File: src/psl_pkg.sv
// package: constants and carriers for the parameter set loader and service port
package psl_pkg;
	localparam int      CLK_HZ         = 20000000;
	localparam int      BAUD           = 9600;
	localparam int      BIT_CYCLES     = CLK_HZ / BAUD;
	localparam int      DATA_BITS      = 8;
	localparam int      STOP_BITS      = 1;
	localparam int      SELFTEST_US    = 100;
	localparam int      SELFTEST_CYC   = (SELFTEST_US * (CLK_HZ / 1000000));
	localparam int      FLASH_MS       = 250;
	localparam int      FLASH_CYC      = FLASH_MS * (CLK_HZ / 1000);
	localparam int      PSET_WORDS     = 16;
	localparam int      FIFO_DEPTH     = 32;
	localparam logic [7:0] CHAR_STX    = 8'h02;
	localparam logic [7:0] CHAR_CR     = 8'h0d;
	localparam logic [7:0] CHAR_LF     = 8'h0a;
	localparam logic [1:0] LED_OFF     = 2'h0;
	localparam logic [1:0] LED_GREEN   = 2'h1;
	localparam logic [1:0] LED_RED     = 2'h2;
	localparam logic [1:0] LED_ORANGE  = 2'h3;

	// one byte with its framing-fault mark
	typedef struct packed {
		logic       frame_err;
		logic [7:0] data;
	} rx_byte_t;

	// storage access request to ROM or nonvolatile store
	typedef struct packed {
		logic       wr;
		logic [3:0] addr;
		logic [15:0] wdata;
	} mem_req_t;
endpackage

File: src/psl_fifo.sv
// fifo: parameterised flip-flop buffer with valid and ready on both sides
`timescale 1ns/10ps
module psl_fifo #(
	parameter int WIDTH = 9,
	parameter int DEPTH = 32
) (
	input  wire logic             clk,
	input  wire logic             rst_n,
	input  wire logic [WIDTH-1:0] in_data,
	input  wire logic             in_valid,
	output logic                  in_ready,
	output logic [WIDTH-1:0]      out_data,
	output logic                  out_valid,
	input  wire logic             out_ready
);
	localparam int AW = $clog2(DEPTH);
	initial begin
		if (DEPTH < 2 || (1 << AW) != DEPTH) $error("fifo depth must be a power of two");
	end
	logic [WIDTH-1:0] mem_ff [DEPTH];
	logic [AW:0]      wp_ff;
	logic [AW:0]      rp_ff;
	logic             push;
	logic             pop;

	// honest full and empty from pointer compare
	assign in_ready  = (wp_ff - rp_ff) != (AW+1)'(DEPTH);
	assign out_valid = wp_ff != rp_ff;
	assign out_data  = mem_ff[rp_ff[AW-1:0]];
	assign push      = in_valid & in_ready;
	assign pop       = out_valid & out_ready;

	// pointers
	always_ff @(posedge clk or negedge rst_n) begin
		if (!rst_n) begin
			wp_ff <= '0;
			rp_ff <= '0;
		end else begin
			if (push) wp_ff <= wp_ff + 1'b1;
			if (pop) rp_ff <= rp_ff + 1'b1;
		end
	end

	// storage
	always_ff @(posedge clk) begin
		if (push) mem_ff[wp_ff[AW-1:0]] <= in_data;
	end
endmodule

File: src/psl_loader.sv
// top: parameter set selection and load, service uart and status indicator
`timescale 1ns/10ps
// Notes on behaviour
// - verify checksum of a set before copying; never use a failing set
// - load factory set on first commissioning, factory command, or bad stored set
// - load stored current set at power up and after software reset
// - parameter reset overwrites stored current set with factory values
// - host words written straight into the stored set while HOST_SET_VALID is held in service mode; no checksum or completeness check
// - service port runs 9600 baud, 8 data, no parity, 1 stop
// - service framing fixed, ignores stored serial configuration
// - service mode only while the strap is held at ground
// - only transmit, receive and ground; no rts/cts flow control
// - green ready shown only after power-on self test completes
// - led: flashing green init, green normal, red error, orange service
// - service strap is active low
module psl_loader
	import psl_pkg::*;
#(
	parameter int SELFTEST_CYCLES = SELFTEST_CYC,
	parameter int FLASH_CYCLES    = FLASH_CYC,
	parameter int WORDS           = PSET_WORDS
) (
	input  wire logic        CLK,
	input  wire logic        RST_N,
	input  wire logic        SW_RESET,
	input  wire logic        FACTORY_CMD,
	input  wire logic        PARAM_RESET,
	input  wire logic        FIRST_COMMISSION,
	input  wire logic        HOST_SET_VALID,
	input  wire logic        HOST_WR,
	input  wire logic [3:0]  HOST_ADDR,
	input  wire logic [15:0] HOST_DATA,
	input  wire logic [15:0] ROM_RDATA,
	input  wire logic [15:0] NV_RDATA,
	output logic [3:0]       ROM_ADDR,
	output logic             NV_WR,
	output logic [3:0]       NV_ADDR,
	output logic [15:0]      NV_WDATA,
	output logic             WORK_WR,
	output logic [3:0]       WORK_ADDR,
	output logic [15:0]      WORK_DATA,
	output logic             LOAD_DONE,
	output logic             USING_FACTORY,
	output logic             PARAM_ERROR,
	input  wire logic        service_strap_n,
	input  wire logic        SERVICE_STRAP_N_RXD,
	output logic             SERVICE_STRAP_N_TXD,
	output logic [7:0]       RX_DATA,
	output logic             RX_VALID,
	input  wire logic        RX_READY,
	input  wire logic [7:0]  TX_DATA,
	input  wire logic        TX_VALID,
	output logic             TX_READY,
	output logic [1:0]       LED
);
	initial begin
		if (WORDS != 16) $error("parameter set must be sixteen words");
		if (SELFTEST_CYCLES < 1 || FLASH_CYCLES < 2) $error("bad timing counts");
	end

	typedef enum {S_TEST, S_CHECK, S_COPY, S_RESTORE, S_HOSTWR, S_RUN, S_FAIL} ld_state_t;
	ld_state_t   st_ff;
	logic        src_rom_ff;
	logic [4:0]  idx_ff;
	logic [15:0] sum_ff;
	logic [31:0] tcnt_ff;
	logic        test_done_ff;
	logic [15:0] rd;

	// strap and rxd synchronisers
	logic [1:0]  strap_sy_ff;
	logic [1:0]  rxd_sy_ff;
	always_ff @(posedge CLK or negedge RST_N) begin
		if (!RST_N) begin
			strap_sy_ff <= 2'h3;
			rxd_sy_ff   <= 2'h3;
		end else begin
			strap_sy_ff <= {strap_sy_ff[0], service_strap_n};
			rxd_sy_ff   <= {rxd_sy_ff[0], SERVICE_STRAP_N_RXD};
		end
	end
	logic service;
	assign service = ~strap_sy_ff[1];

	assign rd = src_rom_ff ? ROM_RDATA : NV_RDATA;

	// load sequencer: checksum scan, then copy into working copy
	always_ff @(posedge CLK or negedge RST_N) begin
		if (!RST_N) begin
			st_ff         <= S_TEST;
			src_rom_ff    <= 1'b0;
			idx_ff        <= '0;
			sum_ff        <= '0;
			tcnt_ff       <= '0;
			test_done_ff  <= 1'b0;
			LOAD_DONE     <= 1'b0;
			USING_FACTORY <= 1'b0;
			PARAM_ERROR   <= 1'b0;
			NV_WR         <= 1'b0;
			NV_ADDR       <= '0;
			NV_WDATA      <= '0;
			WORK_WR       <= 1'b0;
			WORK_ADDR     <= '0;
			WORK_DATA     <= '0;
			ROM_ADDR      <= '0;
		end else begin
			NV_WR   <= 1'b0;
			WORK_WR <= 1'b0;
			case (st_ff)
				S_TEST: begin
					tcnt_ff <= tcnt_ff + 1;
					if (tcnt_ff >= 32'(SELFTEST_CYCLES - 1)) begin
						test_done_ff <= 1'b1;
						src_rom_ff   <= FIRST_COMMISSION;
						idx_ff       <= '0;
						sum_ff       <= '0;
						st_ff        <= S_CHECK;
					end
				end
				S_CHECK: begin
					// words 0..14 summed must equal word 15
					ROM_ADDR <= idx_ff[3:0] + 4'h1;
					NV_ADDR  <= idx_ff[3:0] + 4'h1;
					if (idx_ff == 5'h0f) begin
						idx_ff <= '0;
						if (sum_ff == rd) begin
							st_ff <= S_COPY;
							ROM_ADDR <= '0;
							NV_ADDR  <= '0;
						end else if (!src_rom_ff) begin
							src_rom_ff <= 1'b1;
							sum_ff     <= '0;
							ROM_ADDR   <= '0;
						end else begin
							PARAM_ERROR <= 1'b1;
							st_ff       <= S_FAIL;
						end
					end else begin
						sum_ff <= sum_ff + rd;
						idx_ff <= idx_ff + 5'h1;
					end
				end
				S_COPY: begin
					WORK_WR   <= 1'b1;
					WORK_ADDR <= idx_ff[3:0];
					WORK_DATA <= rd;
					ROM_ADDR  <= idx_ff[3:0] + 4'h1;
					NV_ADDR   <= idx_ff[3:0] + 4'h1;
					idx_ff    <= idx_ff + 5'h1;
					if (idx_ff == 5'h0f) begin
						LOAD_DONE     <= 1'b1;
						USING_FACTORY <= src_rom_ff;
						PARAM_ERROR   <= 1'b0;
						st_ff         <= S_RUN;
					end
				end
				S_RESTORE: begin
					// factory word written one cycle behind its read
					NV_WR    <= 1'b1;
					NV_WDATA <= ROM_RDATA;
					NV_ADDR  <= ROM_ADDR;
					ROM_ADDR <= ROM_ADDR + 4'h1;
					idx_ff   <= idx_ff + 5'h1;
					if (idx_ff == 5'h0f) st_ff <= S_RUN;
				end
				S_HOSTWR: begin
					if (HOST_WR) begin
						NV_WR    <= 1'b1;
						NV_ADDR  <= HOST_ADDR;
						NV_WDATA <= HOST_DATA;
					end
					if (!HOST_SET_VALID) st_ff <= S_RUN;
				end
				S_RUN, S_FAIL: begin
					if (SW_RESET) begin
						src_rom_ff <= 1'b0;
						LOAD_DONE  <= 1'b0;
						idx_ff     <= '0;
						sum_ff     <= '0;
						ROM_ADDR   <= '0;
						NV_ADDR    <= '0;
						st_ff      <= S_CHECK;
					end else if (FACTORY_CMD) begin
						src_rom_ff <= 1'b1;
						LOAD_DONE  <= 1'b0;
						idx_ff     <= '0;
						sum_ff     <= '0;
						ROM_ADDR   <= '0;
						st_ff      <= S_CHECK;
					end else if (PARAM_RESET) begin
						idx_ff   <= '0;
						ROM_ADDR <= '0;
						st_ff    <= S_RESTORE;
					end else if (HOST_SET_VALID && service) begin
						st_ff <= S_HOSTWR;
					end
				end
				default: st_ff <= S_TEST;
			endcase
		end
	end

	// receiver: fixed 8n1 at 9600, independent of stored config
	logic [15:0] rbit_ff;
	logic [3:0]  rcnt_ff;
	logic [7:0]  rsh_ff;
	logic        rbusy_ff;
	rx_byte_t    rbyte_ff;
	logic        rpush_ff;
	logic        fifo_in_ready;
	always_ff @(posedge CLK or negedge RST_N) begin
		if (!RST_N) begin
			rbit_ff  <= '0;
			rcnt_ff  <= '0;
			rsh_ff   <= '0;
			rbusy_ff <= 1'b0;
			rbyte_ff <= '0;
			rpush_ff <= 1'b0;
		end else begin
			rpush_ff <= 1'b0;
			if (!rbusy_ff) begin
				if (service && !rxd_sy_ff[1]) begin
					rbusy_ff <= 1'b1;
					rbit_ff  <= 16'(BIT_CYCLES / 2);
					rcnt_ff  <= '0;
				end
			end else if (rbit_ff != 0) begin
				rbit_ff <= rbit_ff - 16'h1;
			end else begin
				rbit_ff <= 16'(BIT_CYCLES - 1);
				rcnt_ff <= rcnt_ff + 4'h1;
				if (rcnt_ff == 4'(DATA_BITS + STOP_BITS)) begin
					rbusy_ff       <= 1'b0;
					rbyte_ff.data  <= rsh_ff;
					rbyte_ff.frame_err <= ~rxd_sy_ff[1];
					rpush_ff       <= fifo_in_ready & rxd_sy_ff[1]; // drop bad framing
				end else if (rcnt_ff == 4'h0) begin
					if (rxd_sy_ff[1]) rbusy_ff <= 1'b0; // false start
				end else begin
					rsh_ff <= {rxd_sy_ff[1], rsh_ff[7:1]}; // lsb first, no parity
				end
			end
		end
	end

	// receive buffer of 32 bytes toward the command parser
	logic [8:0] fo_data;
	logic       fo_valid;
	psl_fifo #(.WIDTH(9), .DEPTH(FIFO_DEPTH)) rx_fifo (
		.clk       (CLK),
		.rst_n     (RST_N),
		.in_data   (rbyte_ff),
		.in_valid  (rpush_ff),
		.in_ready  (fifo_in_ready),
		.out_data  (fo_data),
		.out_valid (fo_valid),
		.out_ready (RX_READY & ~RX_VALID)
	);
	// output stage registered
	always_ff @(posedge CLK or negedge RST_N) begin
		if (!RST_N) begin
			RX_VALID <= 1'b0;
			RX_DATA  <= '0;
		end else if (RX_VALID) begin
			RX_VALID <= 1'b0;
		end else if (fo_valid && RX_READY) begin
			RX_VALID <= 1'b1;
			RX_DATA  <= fo_data[7:0];
		end
	end

	// transmitter: sends STX before the first caller byte of a message; message ends after a caller LF
	logic [15:0] tbit_ff;
	logic [3:0]  tcnt2_ff;
	logic [9:0]  tsh_ff;
	logic        tbusy_ff;
	logic        in_msg_ff;
	logic [7:0]  tpend_ff;
	logic        tpend_v_ff;
	always_ff @(posedge CLK or negedge RST_N) begin
		if (!RST_N) begin
			tbit_ff    <= '0;
			tcnt2_ff   <= '0;
			tsh_ff     <= '1;
			tbusy_ff   <= 1'b0;
			in_msg_ff  <= 1'b0;
			tpend_ff   <= '0;
			tpend_v_ff <= 1'b0;
			TX_READY   <= 1'b0;
			SERVICE_STRAP_N_TXD   <= 1'b1;
		end else begin
			TX_READY <= service & ~tbusy_ff & ~tpend_v_ff & ~TX_READY;
			if (TX_READY && TX_VALID) begin
				tpend_ff   <= TX_DATA;
				tpend_v_ff <= 1'b1;
			end
			if (tbusy_ff) begin
				if (tbit_ff != 0) begin
					tbit_ff <= tbit_ff - 16'h1;
				end else begin
					tbit_ff  <= 16'(BIT_CYCLES - 1);
					tsh_ff   <= {1'b1, tsh_ff[9:1]};
					tcnt2_ff <= tcnt2_ff + 4'h1;
					if (tcnt2_ff == 4'(DATA_BITS + STOP_BITS)) tbusy_ff <= 1'b0;
				end
			end else if (!in_msg_ff && tpend_v_ff) begin
				tsh_ff   <= {1'b1, CHAR_STX, 1'b0};
				in_msg_ff <= 1'b1;
				tbusy_ff <= 1'b1;
				tbit_ff  <= 16'(BIT_CYCLES - 1);
				tcnt2_ff <= '0;
			end else if (tpend_v_ff) begin
				tsh_ff     <= {1'b1, tpend_ff, 1'b0};
				tpend_v_ff <= 1'b0;
				in_msg_ff  <= (tpend_ff != CHAR_LF);
				tbusy_ff   <= 1'b1;
				tbit_ff    <= 16'(BIT_CYCLES - 1);
				tcnt2_ff   <= '0;
			end
			SERVICE_STRAP_N_TXD <= service ? tsh_ff[0] : 1'b1;
		end
	end

	// status indicator with flash divider
	logic [31:0] fcnt_ff;
	logic        flash_ff;
	always_ff @(posedge CLK or negedge RST_N) begin
		if (!RST_N) begin
			fcnt_ff  <= '0;
			flash_ff <= 1'b0;
			LED      <= LED_OFF;
		end else begin
			if (fcnt_ff >= 32'(FLASH_CYCLES - 1)) begin
				fcnt_ff  <= '0;
				flash_ff <= ~flash_ff;
			end else begin
				fcnt_ff <= fcnt_ff + 1;
			end
			if (service && test_done_ff) LED <= LED_ORANGE;
			else if (PARAM_ERROR) LED <= LED_RED;
			else if (LOAD_DONE && test_done_ff) LED <= LED_GREEN;
			else LED <= flash_ff ? LED_GREEN : LED_OFF;
		end
	end
endmodule

File: config.mk
export PLATFORM = sky130hd
export DESIGN_NAME = psl_loader
export DESIGN_NICKNAME = d
export VERILOG_FILES = /design/src/psl_pkg.sv /design/src/psl_fifo.sv /design/src/psl_loader.sv
export SDC_FILE = /design/constraint.sdc
export NUM_CORES = 1
export LEC_CHECK = 0
export ABC_AREA = 1
export ABC_CLOCK_PERIOD_IN_PS = 3280
export BUFFER_PORTS_ARGS = -buffer_cell sky130_fd_sc_hd__clkbuf_2
export CAP_MARGIN = 20
export CORE_ASPECT_RATIO = 1.25
export CORE_MARGIN = 3
export CORE_UTILIZATION = 62
export DETAILED_ROUTE_END_ITERATION = 16
export PLACE_DENSITY = 0.91
export SLEW_MARGIN = 25
export SYNTH_ARGS = -nofsm -noshare
export SYNTH_HDL_FRONTEND = slang
export SYNTH_HIERARCHICAL = 1
export SYNTH_SLANG_ARGS = --single-unit
File: constraint.sdc
create_clock -name CLK -period 3.28 [get_ports CLK]
set_clock_uncertainty 0.15 [all_clocks]
set_input_delay 0.656 -clock CLK [delete_from_list [all_inputs] [get_ports CLK]]
set_output_delay 0.656 -clock CLK [all_outputs]
set_load 0.02 [all_outputs]
==> results.yml <==
worst_setup_path:
  r2r-start: "rx_fifo/rp_ff[4]"
  worst-r2r-setup-slack_ns: 0.22
  worstPathArrival_ns: 3.10
  cp_max_fo: 18
  crit-reg2reg-capture: "rx_fifo/mem_ff[8][5]"
  required_ns: 3.32
  critPathKind: "reg -> reg"
  cp-end-kind: "flop"
  r2r_cells: 12
  startpoint_type: "flop"
clock_tree:
  clock_tree.root_cell: "clkbuf_16"
  tritoncts: "yes"
  cts_sinks: 503
  clkTransAtPathRegs_ns: 0.06
  cts_setup_buffers: 0
  cts_max_level: 2
  clock_latency_ns: 0.57
  cts_buffers: 47
  ctsLongestPathBuffers: 3
finish:
  layout_common_cells: "nand2_1 (700), nor2_1 (376), edfxtp_1 (256), dfrtp_1 (227), inv_1 (203)"
  layout-drive-gt1-share: 0.1243
  final_common_cell: "nand2_1"
  nNetsFinal: 2889
  final_core_util: 0.7011
  nFillCells: 2678
  area_delta_synth_final_pct: 11.19
  diodes: 0
routing:
  firstDrtPassIters: 6
  final_antenna_net_count: 0
  vias_per_cell: 5.859
  wl_met1_um: 22330
  wl_met2_um: 30330
  drt_iter0_drc: 2023
  detail_route.wl_per_cell_um: 18.06
  topRoutingLayerUsed: "met4"
  drc: 0
  met3_length_um: 4133
  drt-total-wl_um: 59740
  vias: 19380
place:
  io_buffers: 133
  gp_congestion: 0.9437
  dp_hpwl_um: 40480
worst_hold_path:
  min_from: "SERVICE_STRAP_N_RXD"
  hold_path.class: "in -> reg"
  holdPathEnd: "rxd_sy_ff[0]"
  hold_depth: 1
die:
  design.die.area_um2: 41300
  start_util: 0.6306
  core_area_um2: 38240
  die_y_um: 226.5
  io_pins: 134
  die_x_um: 182.4
  rows: 80
sta:
  tns_ns: 0
  setup_violations: 0
  rsz0062_at_grt: "no"
  max-slew-margin-rel: 0.3375
  max_freq_mhz: 326.7
  fin_crit_ns: 3.060
  slew_viol_final: 0
  tightest_slew_ns: 0.9901
  hold_violations: 0
  fin_crit_sh: 0.9331
global_route:
  antenna_found_initial: 0
  grt_start_max_net_pins: 99
  track_usage: 0.2878
  grt_pass1_vias: 18990
  gr-total-overflow: 0
  grt_pass1_wl_um: 96090
pwr:
  p_leak_nw: 11.14
  powerDensity_nw_per_um2: 591.7
  ir_drop_mv: 0.6168
run_status:
  outcome: "finished, final reports clean"
synthesis:
  yosys_warnings: 6
  syn-cell-area_um2: 24110
  syn_avg_cell_area_um2: 9.133
  syn_inst: 2640
run:
  cap_violations: 0
==> per-stage QoR <==
stage / power, mW / worst slack, ns / cell area, µm² / cells / hold slack (ns)
after floorplan: 9.573 / 0.3641 / 24140 / 2648 / 0.1952
after global placement: 10.41 / 0.3562 / 25310 / 3218 / 0.1968
after detailed placement: 10.56 / 0.2826 / 25310 / 3218 / 0.1968
after CTS: 15.85 / 0.2884 / 26810 / 3307 / 0.006251
after global routing: 16.55 / 0.03822 / 26810 / 3307 / 0.01753
final: 15.86 / 0.2195 / 26810 / 3307 / 0.03463
==> critical path, cell delays in order (launching register included) <==
cell and delay, ns:
dfrtp_1 0.48, inv_1 0.12, ha_1 0.35, nand2_1 0.06
inv_1 0.07, nand3_1 0.10, nand2_1 0.07, nand2_1 0.04
nand2_1 0.07, inv_2 0.05, nand2_4 0.10, nand2_2 0.35
nor2_1 0.67
==> final cells by class <==
cell class	instances	area (µm²)	share of cell area
Multi-Input combinational cell	1831	8955	0.3340
Tap cell	492	615.6	0.02296
Inverter	218	818.3	0.03052
Sequential cell	503	13900	0.5183
Clock buffer	68	1326	0.04947
Timing Repair Buffer	175	1031	0.03846
Clock inverter	20	166.4	0.006207
==> power breakdown <==
| group | internal (mW) | total (mW) | switching (mW) |
|---|---|---|---|
| Sequential | 6.86 | 7.06 | 0.194 |
| Clock | 2.99 | 5.30 | 2.32 |
| Combinational | 1.03 | 3.50 | 2.47 |
| Total | 10.9 | 15.9 | 4.98 |
==> metal layers <==
layer | vias up | global-route usage
met5 | - | 0
met4 | 0 | 0.1303
met3 | 223 | 0.03867
met2 | 969 | 0.5056
met1 | 9194 | 0.3569
li1 | 8989 | -
==> timing repair <==
action / in CTS / in global routing
gates resized for setup: 0 / 0
hold endpoints to repair: 61 / 0
hold buffers: 1 / 0
==> flip-flops by register name, summed over array words and instances, names as in the netlist, 8 cells and up <==
register	count
WORK_DATA	16
tsh_ff	9
tpend_ff	8
sum_ff	16
rx_fifo/mem_ff	256
rbit_ff	16
tcnt_ff	32
RX_DATA	8
NV_WDATA	16
tbit_ff	16
fcnt_ff	32
rbyte_ff	8
rsh_ff	8
==> worst max-delay path by stage <==
stage | end | slack, ns | from | cells past startpoint
3_5_place_dp | rx_fifo/mem_ff[26][2] | 0.28 | rx_fifo/rp_ff[4] | 12
4_1_cts | rx_fifo/mem_ff[5][1] | 0.29 | rx_fifo/rp_ff[4] | 12
6_report | rx_fifo/mem_ff[8][5] | 0.22 | rx_fifo/rp_ff[4] | 12
2_1_floorplan | rx_fifo/mem_ff[2][0] | 0.36 | rx_fifo/rp_ff[3] | 14
3_3_place_gp | rx_fifo/mem_ff[1][7] | 0.36 | rx_fifo/rp_ff[4] | 12
5_1_grt | rx_fifo/mem_ff[8][2] | 0.04 | rx_fifo/rp_ff[4] | 12
Note: power is estimated with default switching activity, not from simulation.
